File: src/nmc_pkg.sv
// shared constants and types of the normal-mode command handler
package nmc_pkg;

  // ----------------------------------------------------------------
  // characters
  // ----------------------------------------------------------------
  localparam logic [7:0]  NMC_CHAR_CR   = 8'h0D;
  localparam logic [7:0]  NMC_CHAR_SP   = 8'h20;
  localparam logic [7:0]  NMC_CHAR_EXIT = 8'h78;
  localparam logic [7:0]  NMC_CHAR_PART = 8'h4E;
  localparam logic [7:0]  NMC_CHAR_SER  = 8'h49;
  localparam logic [7:0]  NMC_CHAR_CONF = 8'h43;
  localparam logic [7:0]  NMC_CHAR_TRIM = 8'h54;
  localparam logic [7:0]  NMC_CHAR_ERR  = 8'h45;
  localparam logic [7:0]  NMC_CHAR_RST  = 8'h52;
  localparam logic [7:0]  NMC_CHAR_DIG0 = 8'h30;
  localparam logic [7:0]  NMC_CHAR_DIG9 = 8'h39;

  // ----------------------------------------------------------------
  // maintenance entry keyword, first character in the top byte
  // ----------------------------------------------------------------
  localparam logic [87:0] NMC_KW_TEXT   = 88'h53_45_52_56_49_43_45_4D_4F_44_45;
  localparam logic [3:0]  NMC_KW_LEN    = 4'hB;
  localparam logic [3:0]  NMC_LEN_SAT   = 4'hF;
  localparam logic [9:0]  NMC_ID_MAX    = 10'h0FF;
  localparam logic [1:0]  NMC_ID_DIGITS = 2'h3;

  // ----------------------------------------------------------------
  // sizes
  // ----------------------------------------------------------------
  localparam int          NMC_FIFO_DEPTH = 8;
  localparam int          NMC_KIND_W     = 3;

  // ----------------------------------------------------------------
  // types
  // ----------------------------------------------------------------
  typedef enum logic [2:0] {
    NMC_K_PART, NMC_K_SERIAL, NMC_K_CONFIG, NMC_K_TRIM, NMC_K_ERR
  } nmc_kind_e;

  typedef enum logic [2:0] {
    NMC_OP_NONE, NMC_OP_SPECIAL, NMC_OP_RESET, NMC_OP_ENTER, NMC_OP_ENTER_ID, NMC_OP_EXIT
  } nmc_op_e;

  typedef enum logic [2:0] {
    NMC_MD_NORMAL, NMC_MD_FINISH, NMC_MD_DELAY, NMC_MD_MAINT, NMC_MD_MUTED
  } nmc_mode_e;

  typedef struct packed {
    logic      valid;
    nmc_op_e   op;
    nmc_kind_e kind;
    logic [7:0] id;
  } nmc_cmd_s;

endpackage

File: src/nmc_fifo.sv
// small synchronous fifo with valid/ready on both sides
`timescale 1ns/10ps
`default_nettype none
module nmc_fifo
  import nmc_pkg::*;
#(
  parameter int WIDTH = NMC_KIND_W,
  parameter int DEPTH = NMC_FIFO_DEPTH
) (
  input  wire logic             clk,
  input  wire logic             rst,
  input  wire logic             in_valid,
  output logic                  in_ready,
  input  wire logic [WIDTH-1:0] in_data,
  output logic                  out_valid,
  input  wire logic             out_ready,
  output logic [WIDTH-1:0]      out_data
);
  localparam int AW = $clog2(DEPTH);

  typedef struct packed {
    logic [DEPTH-1:0][WIDTH-1:0] mem;
    logic [AW-1:0]               rd;
    logic [AW-1:0]               wr;
    logic [AW:0]                 cnt;
    logic                        not_full;
  } nmc_fifo_s;

  nmc_fifo_s r_reg;
  nmc_fifo_s r_next;
  logic      push;
  logic      pop;

  assign push      = in_valid && r_reg.not_full;
  assign pop       = out_ready && (r_reg.cnt != '0);
  assign in_ready  = r_reg.not_full;
  assign out_valid = (r_reg.cnt != '0);
  assign out_data  = r_reg.mem[r_reg.rd];

  always_comb begin
    r_next = r_reg;
    if (push) begin
      r_next.mem[r_reg.wr] = in_data;
      r_next.wr = AW'(r_reg.wr + 1'b1);
    end
    if (pop) begin
      r_next.rd = AW'(r_reg.rd + 1'b1);
    end
    r_next.cnt = (AW+1)'(r_reg.cnt + {{AW{1'b0}}, push} - {{AW{1'b0}}, pop});
    // one slot of headroom: a writer one cycle behind its ready cannot overrun
    r_next.not_full = (r_next.cnt < (AW+1)'(DEPTH - 1));
  end

  always_ff @(posedge clk or posedge rst) begin
    if (rst) begin
      r_reg <= '{mem: '0, rd: '0, wr: '0, cnt: '0, not_full: 1'b1};
    end else begin
      r_reg <= r_next;
    end
  end
endmodule
`default_nettype wire

File: src/nmc_parser.sv
// line parser: turns received characters into one command pulse per carriage return
`timescale 1ns/10ps
`default_nettype none
module nmc_parser
  import nmc_pkg::*;
(
  input  wire logic       clk,
  input  wire logic       rst,
  input  wire logic       in_valid,
  input  wire logic [7:0] in_data,
  output nmc_cmd_s        cmd
);
  typedef struct packed {
    logic [3:0] len;
    logic [7:0] first;
    logic       kw_ok;
    logic       sp_seen;
    logic [1:0] digits;
    logic       id_bad;
    logic [9:0] id;
    nmc_cmd_s   cmd;
  } nmc_parse_s;

  localparam nmc_parse_s IDLE = '{len: '0, first: '0, kw_ok: 1'b1, sp_seen: 1'b0,
                                  digits: '0, id_bad: 1'b0, id: '0, cmd: '0};

  nmc_parse_s r_reg;
  nmc_parse_s r_next;
  logic [7:0] kw_char;
  logic       is_digit;

  assign cmd      = r_reg.cmd;
  assign kw_char  = (r_reg.len < NMC_KW_LEN) ? NMC_KW_TEXT[8*(10-int'(r_reg.len)) +: 8] : 8'h00;
  assign is_digit = (in_data >= NMC_CHAR_DIG0) && (in_data <= NMC_CHAR_DIG9);

  always_comb begin
    r_next = r_reg;
    r_next.cmd = '0;
    if (in_valid) begin
      if (in_data == NMC_CHAR_CR) begin // RULE17
        // nothing is acted on before the terminator; malformed lines vanish silently
        r_next = IDLE; // RULE20
        r_next.cmd.valid = 1'b1;
        r_next.cmd.op = NMC_OP_NONE;
        if (r_reg.first == NMC_CHAR_EXIT) begin
          r_next.cmd.op = NMC_OP_EXIT;
        end else if (r_reg.len == 4'h1) begin
          r_next.cmd.op = NMC_OP_SPECIAL; // RULE1
          case (r_reg.first)
            NMC_CHAR_PART: r_next.cmd.kind = NMC_K_PART;
            NMC_CHAR_SER:  r_next.cmd.kind = NMC_K_SERIAL;
            NMC_CHAR_CONF: r_next.cmd.kind = NMC_K_CONFIG;
            NMC_CHAR_TRIM: r_next.cmd.kind = NMC_K_TRIM;
            NMC_CHAR_ERR:  r_next.cmd.kind = NMC_K_ERR;
            NMC_CHAR_RST:  r_next.cmd.op = NMC_OP_RESET; // RULE6
            default:       r_next.cmd.op = NMC_OP_NONE;
          endcase
        end else if (r_reg.kw_ok && r_reg.len == NMC_KW_LEN && !r_reg.sp_seen) begin
          r_next.cmd.op = NMC_OP_ENTER; // RULE14
        end else if (r_reg.sp_seen && r_reg.digits != 2'h0 && !r_reg.id_bad
                     && r_reg.id <= NMC_ID_MAX) begin // RULE7 RULE8
          r_next.cmd.op = NMC_OP_ENTER_ID;
          r_next.cmd.id = r_reg.id[7:0];
        end
      end else if (!r_reg.sp_seen) begin
        if (r_reg.len == 4'h0) begin
          r_next.first = in_data;
        end
        if (in_data == NMC_CHAR_SP && r_reg.kw_ok && r_reg.len == NMC_KW_LEN) begin
          r_next.sp_seen = 1'b1; // RULE18
        end else begin
          if (r_reg.len >= NMC_KW_LEN || in_data != kw_char) begin
            r_next.kw_ok = 1'b0;
          end
          if (r_reg.len != NMC_LEN_SAT) begin
            r_next.len = 4'(r_reg.len + 4'h1);
          end
        end
      end else if (is_digit && r_reg.digits != NMC_ID_DIGITS) begin
        r_next.id = 10'(r_reg.id * 10'h00A + {2'h0, 8'(in_data - NMC_CHAR_DIG0)});
        r_next.digits = 2'(r_reg.digits + 2'h1);
      end else begin
        r_next.id_bad = 1'b1; // RULE8
      end
    end
  end

  always_ff @(posedge clk or posedge rst) begin
    if (rst) begin
      r_reg <= IDLE;
    end else begin
      r_reg <= r_next;
    end
  end
endmodule
`default_nettype wire

File: src/nmc_handler.sv
// normal-mode command handler: special datagram scheduling, reset and maintenance entry
//
// Functional notes
// (RULE1) five letter commands each request one special datagram
// (RULE2) special datagram takes next measurement datagram slot
// (RULE3) long special datagram may swallow several slots; here the next slot still opens while dg_busy is high
// (RULE4) external trigger slot carries pending special datagram
// (RULE5) clear error registers after error datagram sent
// (RULE6) reset letter command forces full unit reset
// (RULE7) optional unit identifier, values 0 to 255
// (RULE8) out of range identifier: ignore, no message
// (RULE9) finish current datagram before entering maintenance
// (RULE10) addressed entry delays response by one datagram
// (RULE11) after addressed entry, responses are undelayed
// (RULE12) other identifiers go silent during maintenance
// (RULE13) silent units resume without replying to exit
// (RULE14) entry without identifier always accepted
// (RULE15) host avoids unaddressed entry on shared line
// (RULE16) maintenance entry emits configuration listing
// (RULE17) carriage return executes every command
// (RULE18) space separates command from parameter
// (RULE19) host sends commands in upper case
// (RULE20) no echo, no error messages
// (RULE21) pending requests served in arrival order
`timescale 1ns/10ps
`default_nettype none
module nmc_handler
  import nmc_pkg::*;
(
  input  wire logic        clk,
  input  wire logic        rst,
  input  wire logic        rx_valid,
  input  wire logic [7:0]  rx_data,
  output logic             rx_ready,
  input  wire logic [7:0]  own_id,
  input  wire logic [15:0] dg_cycles,
  input  wire logic        dg_busy,
  input  wire logic        dg_done,
  input  wire logic        slot_take,
  input  wire logic        maint_exit,
  output logic             special_valid,
  output nmc_kind_e        special_kind,
  output logic             err_clear,
  output logic             unit_reset,
  output logic             maint_enter,
  output logic             listing_req,
  output logic             maint_active,
  output logic             tx_inhibit
);
  // ----------------------------------------------------------------
  // state
  // ----------------------------------------------------------------
  typedef struct packed {
    nmc_mode_e  mode;
    logic       delay;
    logic [15:0] cnt;
    logic       pend_valid;
    nmc_kind_e  pend_kind;
    logic       err_inflight;
    logic       err_clear;
    logic       unit_reset;
    logic       maint_enter;
    logic       listing_req;
    logic       maint_active;
    logic       tx_inhibit;
  } nmc_main_s;

  nmc_main_s r_reg;
  nmc_main_s r_next;

  nmc_cmd_s                cmd;
  logic                    parse_valid;
  logic                    fifo_in_valid;
  logic                    fifo_out_valid;
  logic                    fifo_out_ready;
  logic [NMC_KIND_W-1:0]   fifo_out_data;

  // ----------------------------------------------------------------
  // command parsing and request queue
  // ----------------------------------------------------------------
  // characters are only taken while the queue can absorb a request,
  // so a burst of letter commands stalls the receiver instead of dropping
  assign parse_valid = rx_valid && rx_ready;

  nmc_parser u_parser (
    .clk      (clk),
    .rst      (rst),
    .in_valid (parse_valid),
    .in_data  (rx_data),
    .cmd      (cmd)
  );

  assign fifo_in_valid  = cmd.valid && cmd.op == NMC_OP_SPECIAL && r_reg.mode == NMC_MD_NORMAL;
  assign fifo_out_ready = !r_reg.pend_valid;

  nmc_fifo #(
    .WIDTH (NMC_KIND_W),
    .DEPTH (NMC_FIFO_DEPTH)
  ) u_fifo (
    .clk       (clk),
    .rst       (rst),
    .in_valid  (fifo_in_valid),
    .in_ready  (rx_ready),
    .in_data   (cmd.kind),
    .out_valid (fifo_out_valid),
    .out_ready (fifo_out_ready),
    .out_data  (fifo_out_data)
  );

  assign special_valid = r_reg.pend_valid;
  assign special_kind  = r_reg.pend_kind;
  assign err_clear     = r_reg.err_clear;
  assign unit_reset    = r_reg.unit_reset;
  assign maint_enter   = r_reg.maint_enter;
  assign listing_req   = r_reg.listing_req;
  assign maint_active  = r_reg.maint_active;
  assign tx_inhibit    = r_reg.tx_inhibit;

  // ----------------------------------------------------------------
  // next state
  // ----------------------------------------------------------------
  always_comb begin
    r_next = r_reg;
    r_next.err_clear   = 1'b0;
    r_next.unit_reset  = 1'b0;
    r_next.maint_enter = 1'b0;
    r_next.listing_req = 1'b0;

    // the transmitter samples the head request in the slot it opens,
    // whether that slot is periodic or an external trigger
    if (r_reg.pend_valid && slot_take) begin // RULE2 RULE4
      r_next.pend_valid = 1'b0;
    end
    if (!r_reg.pend_valid && fifo_out_valid) begin // RULE21
      r_next.pend_valid = 1'b1;
      r_next.pend_kind  = nmc_kind_e'(fifo_out_data);
    end

    // the transmitter keeps dg_busy high for LEN cycles of a datagram, but its
    // next slot opens on cnt_reg, run and inhibit alone, even while a long datagram keeps dg_busy high
    if (dg_done && r_reg.err_inflight) begin // RULE3 RULE5
      r_next.err_clear    = 1'b1;
      r_next.err_inflight = 1'b0;
    end
    if (r_reg.pend_valid && slot_take && r_reg.pend_kind == NMC_K_ERR) begin
      r_next.err_inflight = 1'b1;
    end

    case (r_reg.mode)
      NMC_MD_NORMAL: begin
        if (cmd.valid) begin
          case (cmd.op)
            NMC_OP_RESET: begin
              r_next.unit_reset = 1'b1; // RULE6
            end
            NMC_OP_ENTER: begin
              r_next.mode       = NMC_MD_FINISH; // RULE14
              r_next.delay      = 1'b0;
              r_next.tx_inhibit = 1'b1;
            end
            NMC_OP_ENTER_ID: begin
              r_next.tx_inhibit = 1'b1;
              r_next.delay      = 1'b1;
              if (cmd.id == own_id) begin
                r_next.mode = NMC_MD_FINISH;
              end else begin
                r_next.mode = NMC_MD_MUTED; // RULE12
              end
            end
            default: begin
              r_next.mode = NMC_MD_NORMAL;
            end
          endcase
        end
      end
      NMC_MD_FINISH: begin
        // a datagram already on the line is allowed to end; inhibit only
        // stops the next one from starting
        if (!dg_busy) begin // RULE9
          if (r_reg.delay) begin
            r_next.mode = NMC_MD_DELAY; // RULE10
            r_next.cnt  = dg_cycles;
          end else begin
            r_next.mode         = NMC_MD_MAINT; // RULE11
            r_next.maint_enter  = 1'b1;
            r_next.listing_req  = 1'b1; // RULE16
            r_next.maint_active = 1'b1;
          end
        end
      end
      NMC_MD_DELAY: begin
        // one datagram time lets other units on the line fall silent
        if (r_reg.cnt == 16'h0000) begin // RULE10
          r_next.mode         = NMC_MD_MAINT;
          r_next.maint_enter  = 1'b1;
          r_next.listing_req  = 1'b1; // RULE16
          r_next.maint_active = 1'b1;
          r_next.delay        = 1'b0; // RULE11
        end else begin
          r_next.cnt = 16'(r_reg.cnt - 16'h0001);
        end
      end
      NMC_MD_MAINT: begin
        // the maintenance command set lives elsewhere; its responses
        // are immediate since the delay flag is already spent
        if (maint_exit) begin
          r_next.mode         = NMC_MD_NORMAL;
          r_next.maint_active = 1'b0;
          r_next.tx_inhibit   = 1'b0;
        end
      end
      NMC_MD_MUTED: begin
        // only the exit line is watched; nothing is said in return
        if (cmd.valid && cmd.op == NMC_OP_EXIT) begin // RULE13
          r_next.mode       = NMC_MD_NORMAL;
          r_next.tx_inhibit = 1'b0;
        end
      end
      default: begin
        r_next.mode = NMC_MD_NORMAL;
      end
    endcase
  end

  always_ff @(posedge clk or posedge rst) begin
    if (rst) begin
      r_reg <= '{mode: NMC_MD_NORMAL, delay: 1'b0, cnt: '0, pend_valid: 1'b0,
                 pend_kind: NMC_K_PART, err_inflight: 1'b0, err_clear: 1'b0,
                 unit_reset: 1'b0, maint_enter: 1'b0, listing_req: 1'b0,
                 maint_active: 1'b0, tx_inhibit: 1'b0};
    end else begin
      r_reg <= r_next;
    end
  end
endmodule
`default_nettype wire

File: config.mk
export PLATFORM = sky130hd
export DESIGN_NAME = nmc_handler
export DESIGN_NICKNAME = d
export VERILOG_FILES = /design/src/nmc_pkg.sv /design/src/nmc_fifo.sv /design/src/nmc_parser.sv /design/src/nmc_handler.sv
export SDC_FILE = /design/constraint.sdc
export NUM_CORES = 1
export LEC_CHECK = 0
export ABC_AREA = 1
export BUFFER_PORTS_ARGS = -buffer_cell sky130_fd_sc_hd__buf_2
export CAP_MARGIN = 0
export CORE_MARGIN = 2
export CORE_UTILIZATION = 60
export CTS_BUF_LIST = sky130_fd_sc_hd__clkbuf_2 sky130_fd_sc_hd__clkbuf_4 sky130_fd_sc_hd__clkbuf_8
export DETAILED_ROUTE_END_ITERATION = 12
export PLACE_DENSITY = 0.8
export SLEW_MARGIN = 20
export SYNTH_ARGS = -nofsm -noshare
export SYNTH_HDL_FRONTEND = slang
export SYNTH_SLANG_ARGS = --single-unit
File: constraint.sdc
create_clock -name clk -period 4.4 [get_ports clk]
set_input_delay 0.88 -clock clk [delete_from_list [all_inputs] [get_ports clk]]
set_output_delay 0.88 -clock clk [all_outputs]
set_load 0.01 [all_outputs]
==> flow_metrics.py <==
metrics = {
    "route": {
        "dr.pass1.iters": 5,
        "viasPerCell": 5.52,
        "drt_iter0_markers": 446,
        "wl_per_cell_um": 14.0,
        "ant_nets": 0,
        "via_count": 5617,
        "drc": 0,
        "finalWirelength_um": 14300,
    },
    "worst_setup_path": {
        "crit_fanout": 4,
        "r2r_slack_ps": 1500,
        "crit_end": "u_parser.r_reg[23]$_DFFE_PP0P_",
        "r2r_end": "u_parser.r_reg[23]$_DFFE_PP0P_",
        "startpoint": "u_parser.r_reg[18]$_DFFE_PP0P_",
        "crit_required_ps": 4660,
        "critPathLaunchType": "register",
        "end_kind": "register",
        "crit_arrival_ps": 3160,
        "path_class": "register to register",
        "r2r-start": "u_parser.r_reg[18]$_DFFE_PP0P_",
        "worstRegToRegCells": 13,
    },
    "clock_network": {
        "clock-sinks": 107,
        "clk_pin_slew_ps": 100,
        "cts_buffers": 9,
        "hold_buffers": 0,
        "cts_resized": 0,
        "root_buffer": "clkbuf_8",
        "cts_tree": "done",
        "postCtsSetupBuffers": 0,
        "clock_latency_ps": 380,
        "clk_path_buf_depth": 2,
        "cts_max_level": 3,
    },
    "sta": {
        "finalHoldViolCount": 0,
        "fin_crit_sh": 0.660,
        "grt_setup_unrepaired": "no",
        "holdWs_ps": 479,
        "finalSetupTns_ps": 0,
        "fmax_mhz": 345,
        "finalSetupViolCount": 0,
        "clock_skew_ps": 11.6,
        "period_needed_ps": 2900,
        "final_max_slew_viol_count": 0,
        "tightest_slew_ps": 936,
        "layout_setup_ws_ps": 1500,
        "max_slew_margin": 0.373,
    },
    "synth": {
        "yosys_most_used_dff": "dfrtp_1",
        "synth_area_um2": 6550,
        "ys_warn_count": 0,
        "synth-edff-count": 0,
        "synthCells": 826,
        "synth.avg_cell_area_um2": 7.93,
        "synth-async-reset-ratio": 1.00,
        "synth_fp_nets": 902,
        "synth-seq-cells": 107,
        "yosysSeqAreaShare": 0.409,
        "synth.distinct_cells": 57,
    },
    "cells_and_area": {
        "largest_reg_flops": 34,
        "multiInputGateArea_um2": 3320,
        "area_growth_pct": 7.88,
        "num_antenna_cells": 0,
        "nFillCells": 906,
        "regArea_um2": 2680,
        "nNetsFinal": 949,
        "final_layout_size_suffix_gt1_frac": 0.148,
    },
    "job": {
        "max_cap_viol_count": 0,
    },
    "floorplanning": {
        "fp.dieH_um": 109,
        "rows": 38,
        "boundaryPins": 50,
        "core-area_um2": 10700,
        "die-area_um2": 11800,
        "start_util": 0.610,
        "die_x_um": 109,
    },
    "grt": {
        "grt_max_degree": 90,
        "grt_pass1_vias": 5428,
        "overflow": 0,
        "antenna_found_initial": 0,
        "grt_usage": 0.259,
        "grt_pass1_wl_um": 24300,
    },
    "power": {
        "p_int_mw": 2.33,
        "p_clk_frac": 0.128,
        "pwr-share-comb": 0.539,
        "p_switching_mw": 2.06,
        "p_leak_nw": 3.49,
        "power_frac_seq": 0.333,
        "total_power_mw": 4.39,
        "p_per_area_nw_per_um2": 621,
        "ir_worst_vdd_v": 0.000414,
        "p_sw_frac": 0.470,
    },
    "run_status": {
        "status": "completed",
    },
    "placed_design": {
        "place_ws_ps": 1630,
        "io_buffers": 49,
        "hpwl_um": 10700,
        "gp_congestion": 0.896,
    },
    "min_path": {
        "min_from": "u_parser.r_reg[29]$_DFFE_PP1P_",
        "hold_path.class": "register to register",
    },
}
## worst max-delay path: stages, from the launching register on
cell and delay [ps]:
dfrtp_1 410, ha_1 310, ha_1 360, a21oi_1 170, nand2_1 100, xnor2_1 180, inv_1 80, ha_1 340
nand2_1 80, o21ai_0 220, a21oi_1 80, or2_2 290, nand3_1 100, o21ai_2 60
## synthesized netlist by cell type, types with 8 or more instances
library cell	n	share of area
dfrtp_1	105	0.40
nor3_1	24	0.018
inv_2	11	0.0063
nand3_1	55	0.042
xnor2_1	8	0.011
o21ai_0	65	0.050
a21oi_1	24	0.018
ha_1	34	0.065
nor2_1	67	0.038
xor2_1	14	0.019
inv_1	101	0.058
o21ai_1	18	0.014
a31oi_1	8	0.0076
nand2_1	181	0.10
## final cells by class
cell class / instances / share of cell area
flip-flops and latches: 107 / 0.379
clock inverters: 4 / 0.00372
well taps: 140 / 0.0248
clock buffers: 12 / 0.0216
inverters: 117 / 0.0639
multi-input cells: 587 / 0.470
repair buffers: 51 / 0.0368
## cells by family after synthesis
kind of cell,count (synthesis),share of synthesized area
AOI/OAI and AO/OA,157,0.145
xor gates and xnor gates,22,0.0294
adders and majority gates,37,0.0741
buffers and inverters,132,0.0838
DFF,107,0.409
and+or+nand+nor,371,0.259
## metrics by stage
stage | cells | cell area (µm²) | utilization
5_1_grt | 1018 | 7070 | 0.658
6_report | 1018 | 7070 | 0.658
3_5_place_dp | 1002 | 6890 | 0.641
4_1_cts | 1018 | 7070 | 0.658
3_3_place_gp | 1002 | 6890 | 0.641
2_1_floorplan | 826 | 6550 | -
## worst min path at each step
stage,endpoint,slack (ps),cells past startpoint
5_1_grt,u_parser.r_reg[29]$_DFFE_PP1P_,510,2
2_1_floorplan,u_fifo.r_reg[19]$_DFFE_PP0P_,450,2
4_1_cts,u_parser.r_reg[29]$_DFFE_PP1P_,480,2
6_report,u_parser.r_reg[29]$_DFFE_PP1P_,480,2
3_3_place_gp,err_clear$_DFF_PP0_,460,2
3_5_place_dp,u_parser.r_reg[29]$_DFFE_PP1P_,460,2
## layer usage
layer / vias to the layer above / track usage / share of wire
li1: 2817 / - / -
met1: 2657 / 0.339 / 0.45
met2: 125 / 0.444 / 0.49
met3: 18 / 0.0392 / 0.037
met4: 0 / 0.0778 / 0.017
met5: - / 0 / 0
## power by group through the flow
stage | combinational, mW | sequential, mW | clock [mW]
detailed placement | 2.33 | 1.48 | 0
CTS | 2.35 | 1.46 | 0.567
global route | 2.69 | 1.50 | 0.605
finish | 2.37 | 1.46 | 0.562
global placement | 2.21 | 1.46 | 0
floorplan | 1.89 | 1.41 | 0
## placed cells by master (no fill, tap or decap), types with 3 or more instances in the layout
| cell | count |
|---|---|
| o22ai_2 | 5 |
| o21ai_1 | 18 |
| o22ai_1 | 5 |
| nor4_1 | 5 |
| dfrtp_1 | 105 |
| buf_2 | 49 |
| a21oi_1 | 24 |
| fa_1 | 3 |
| xor2_1 | 14 |
| clkinv_2 | 4 |
| o21ai_2 | 7 |
| nor2_2 | 5 |
| ha_1 | 34 |
| o21ai_0 | 65 |
| o211ai_1 | 7 |
| nor3_1 | 24 |
| o221ai_1 | 4 |
| a31oi_1 | 8 |
| inv_1 | 100 |
| nor2_1 | 67 |
| nand3_1 | 55 |
| nand2_1 | 181 |
| o21bai_1 | 4 |
| nand2_2 | 5 |
| xnor2_1 | 8 |
| inv_2 | 11 |
| nand4_1 | 6 |
| clkbuf_8 | 10 |
| or2_2 | 7 |
No activity file was read; power rests on OpenSTA's default activity.
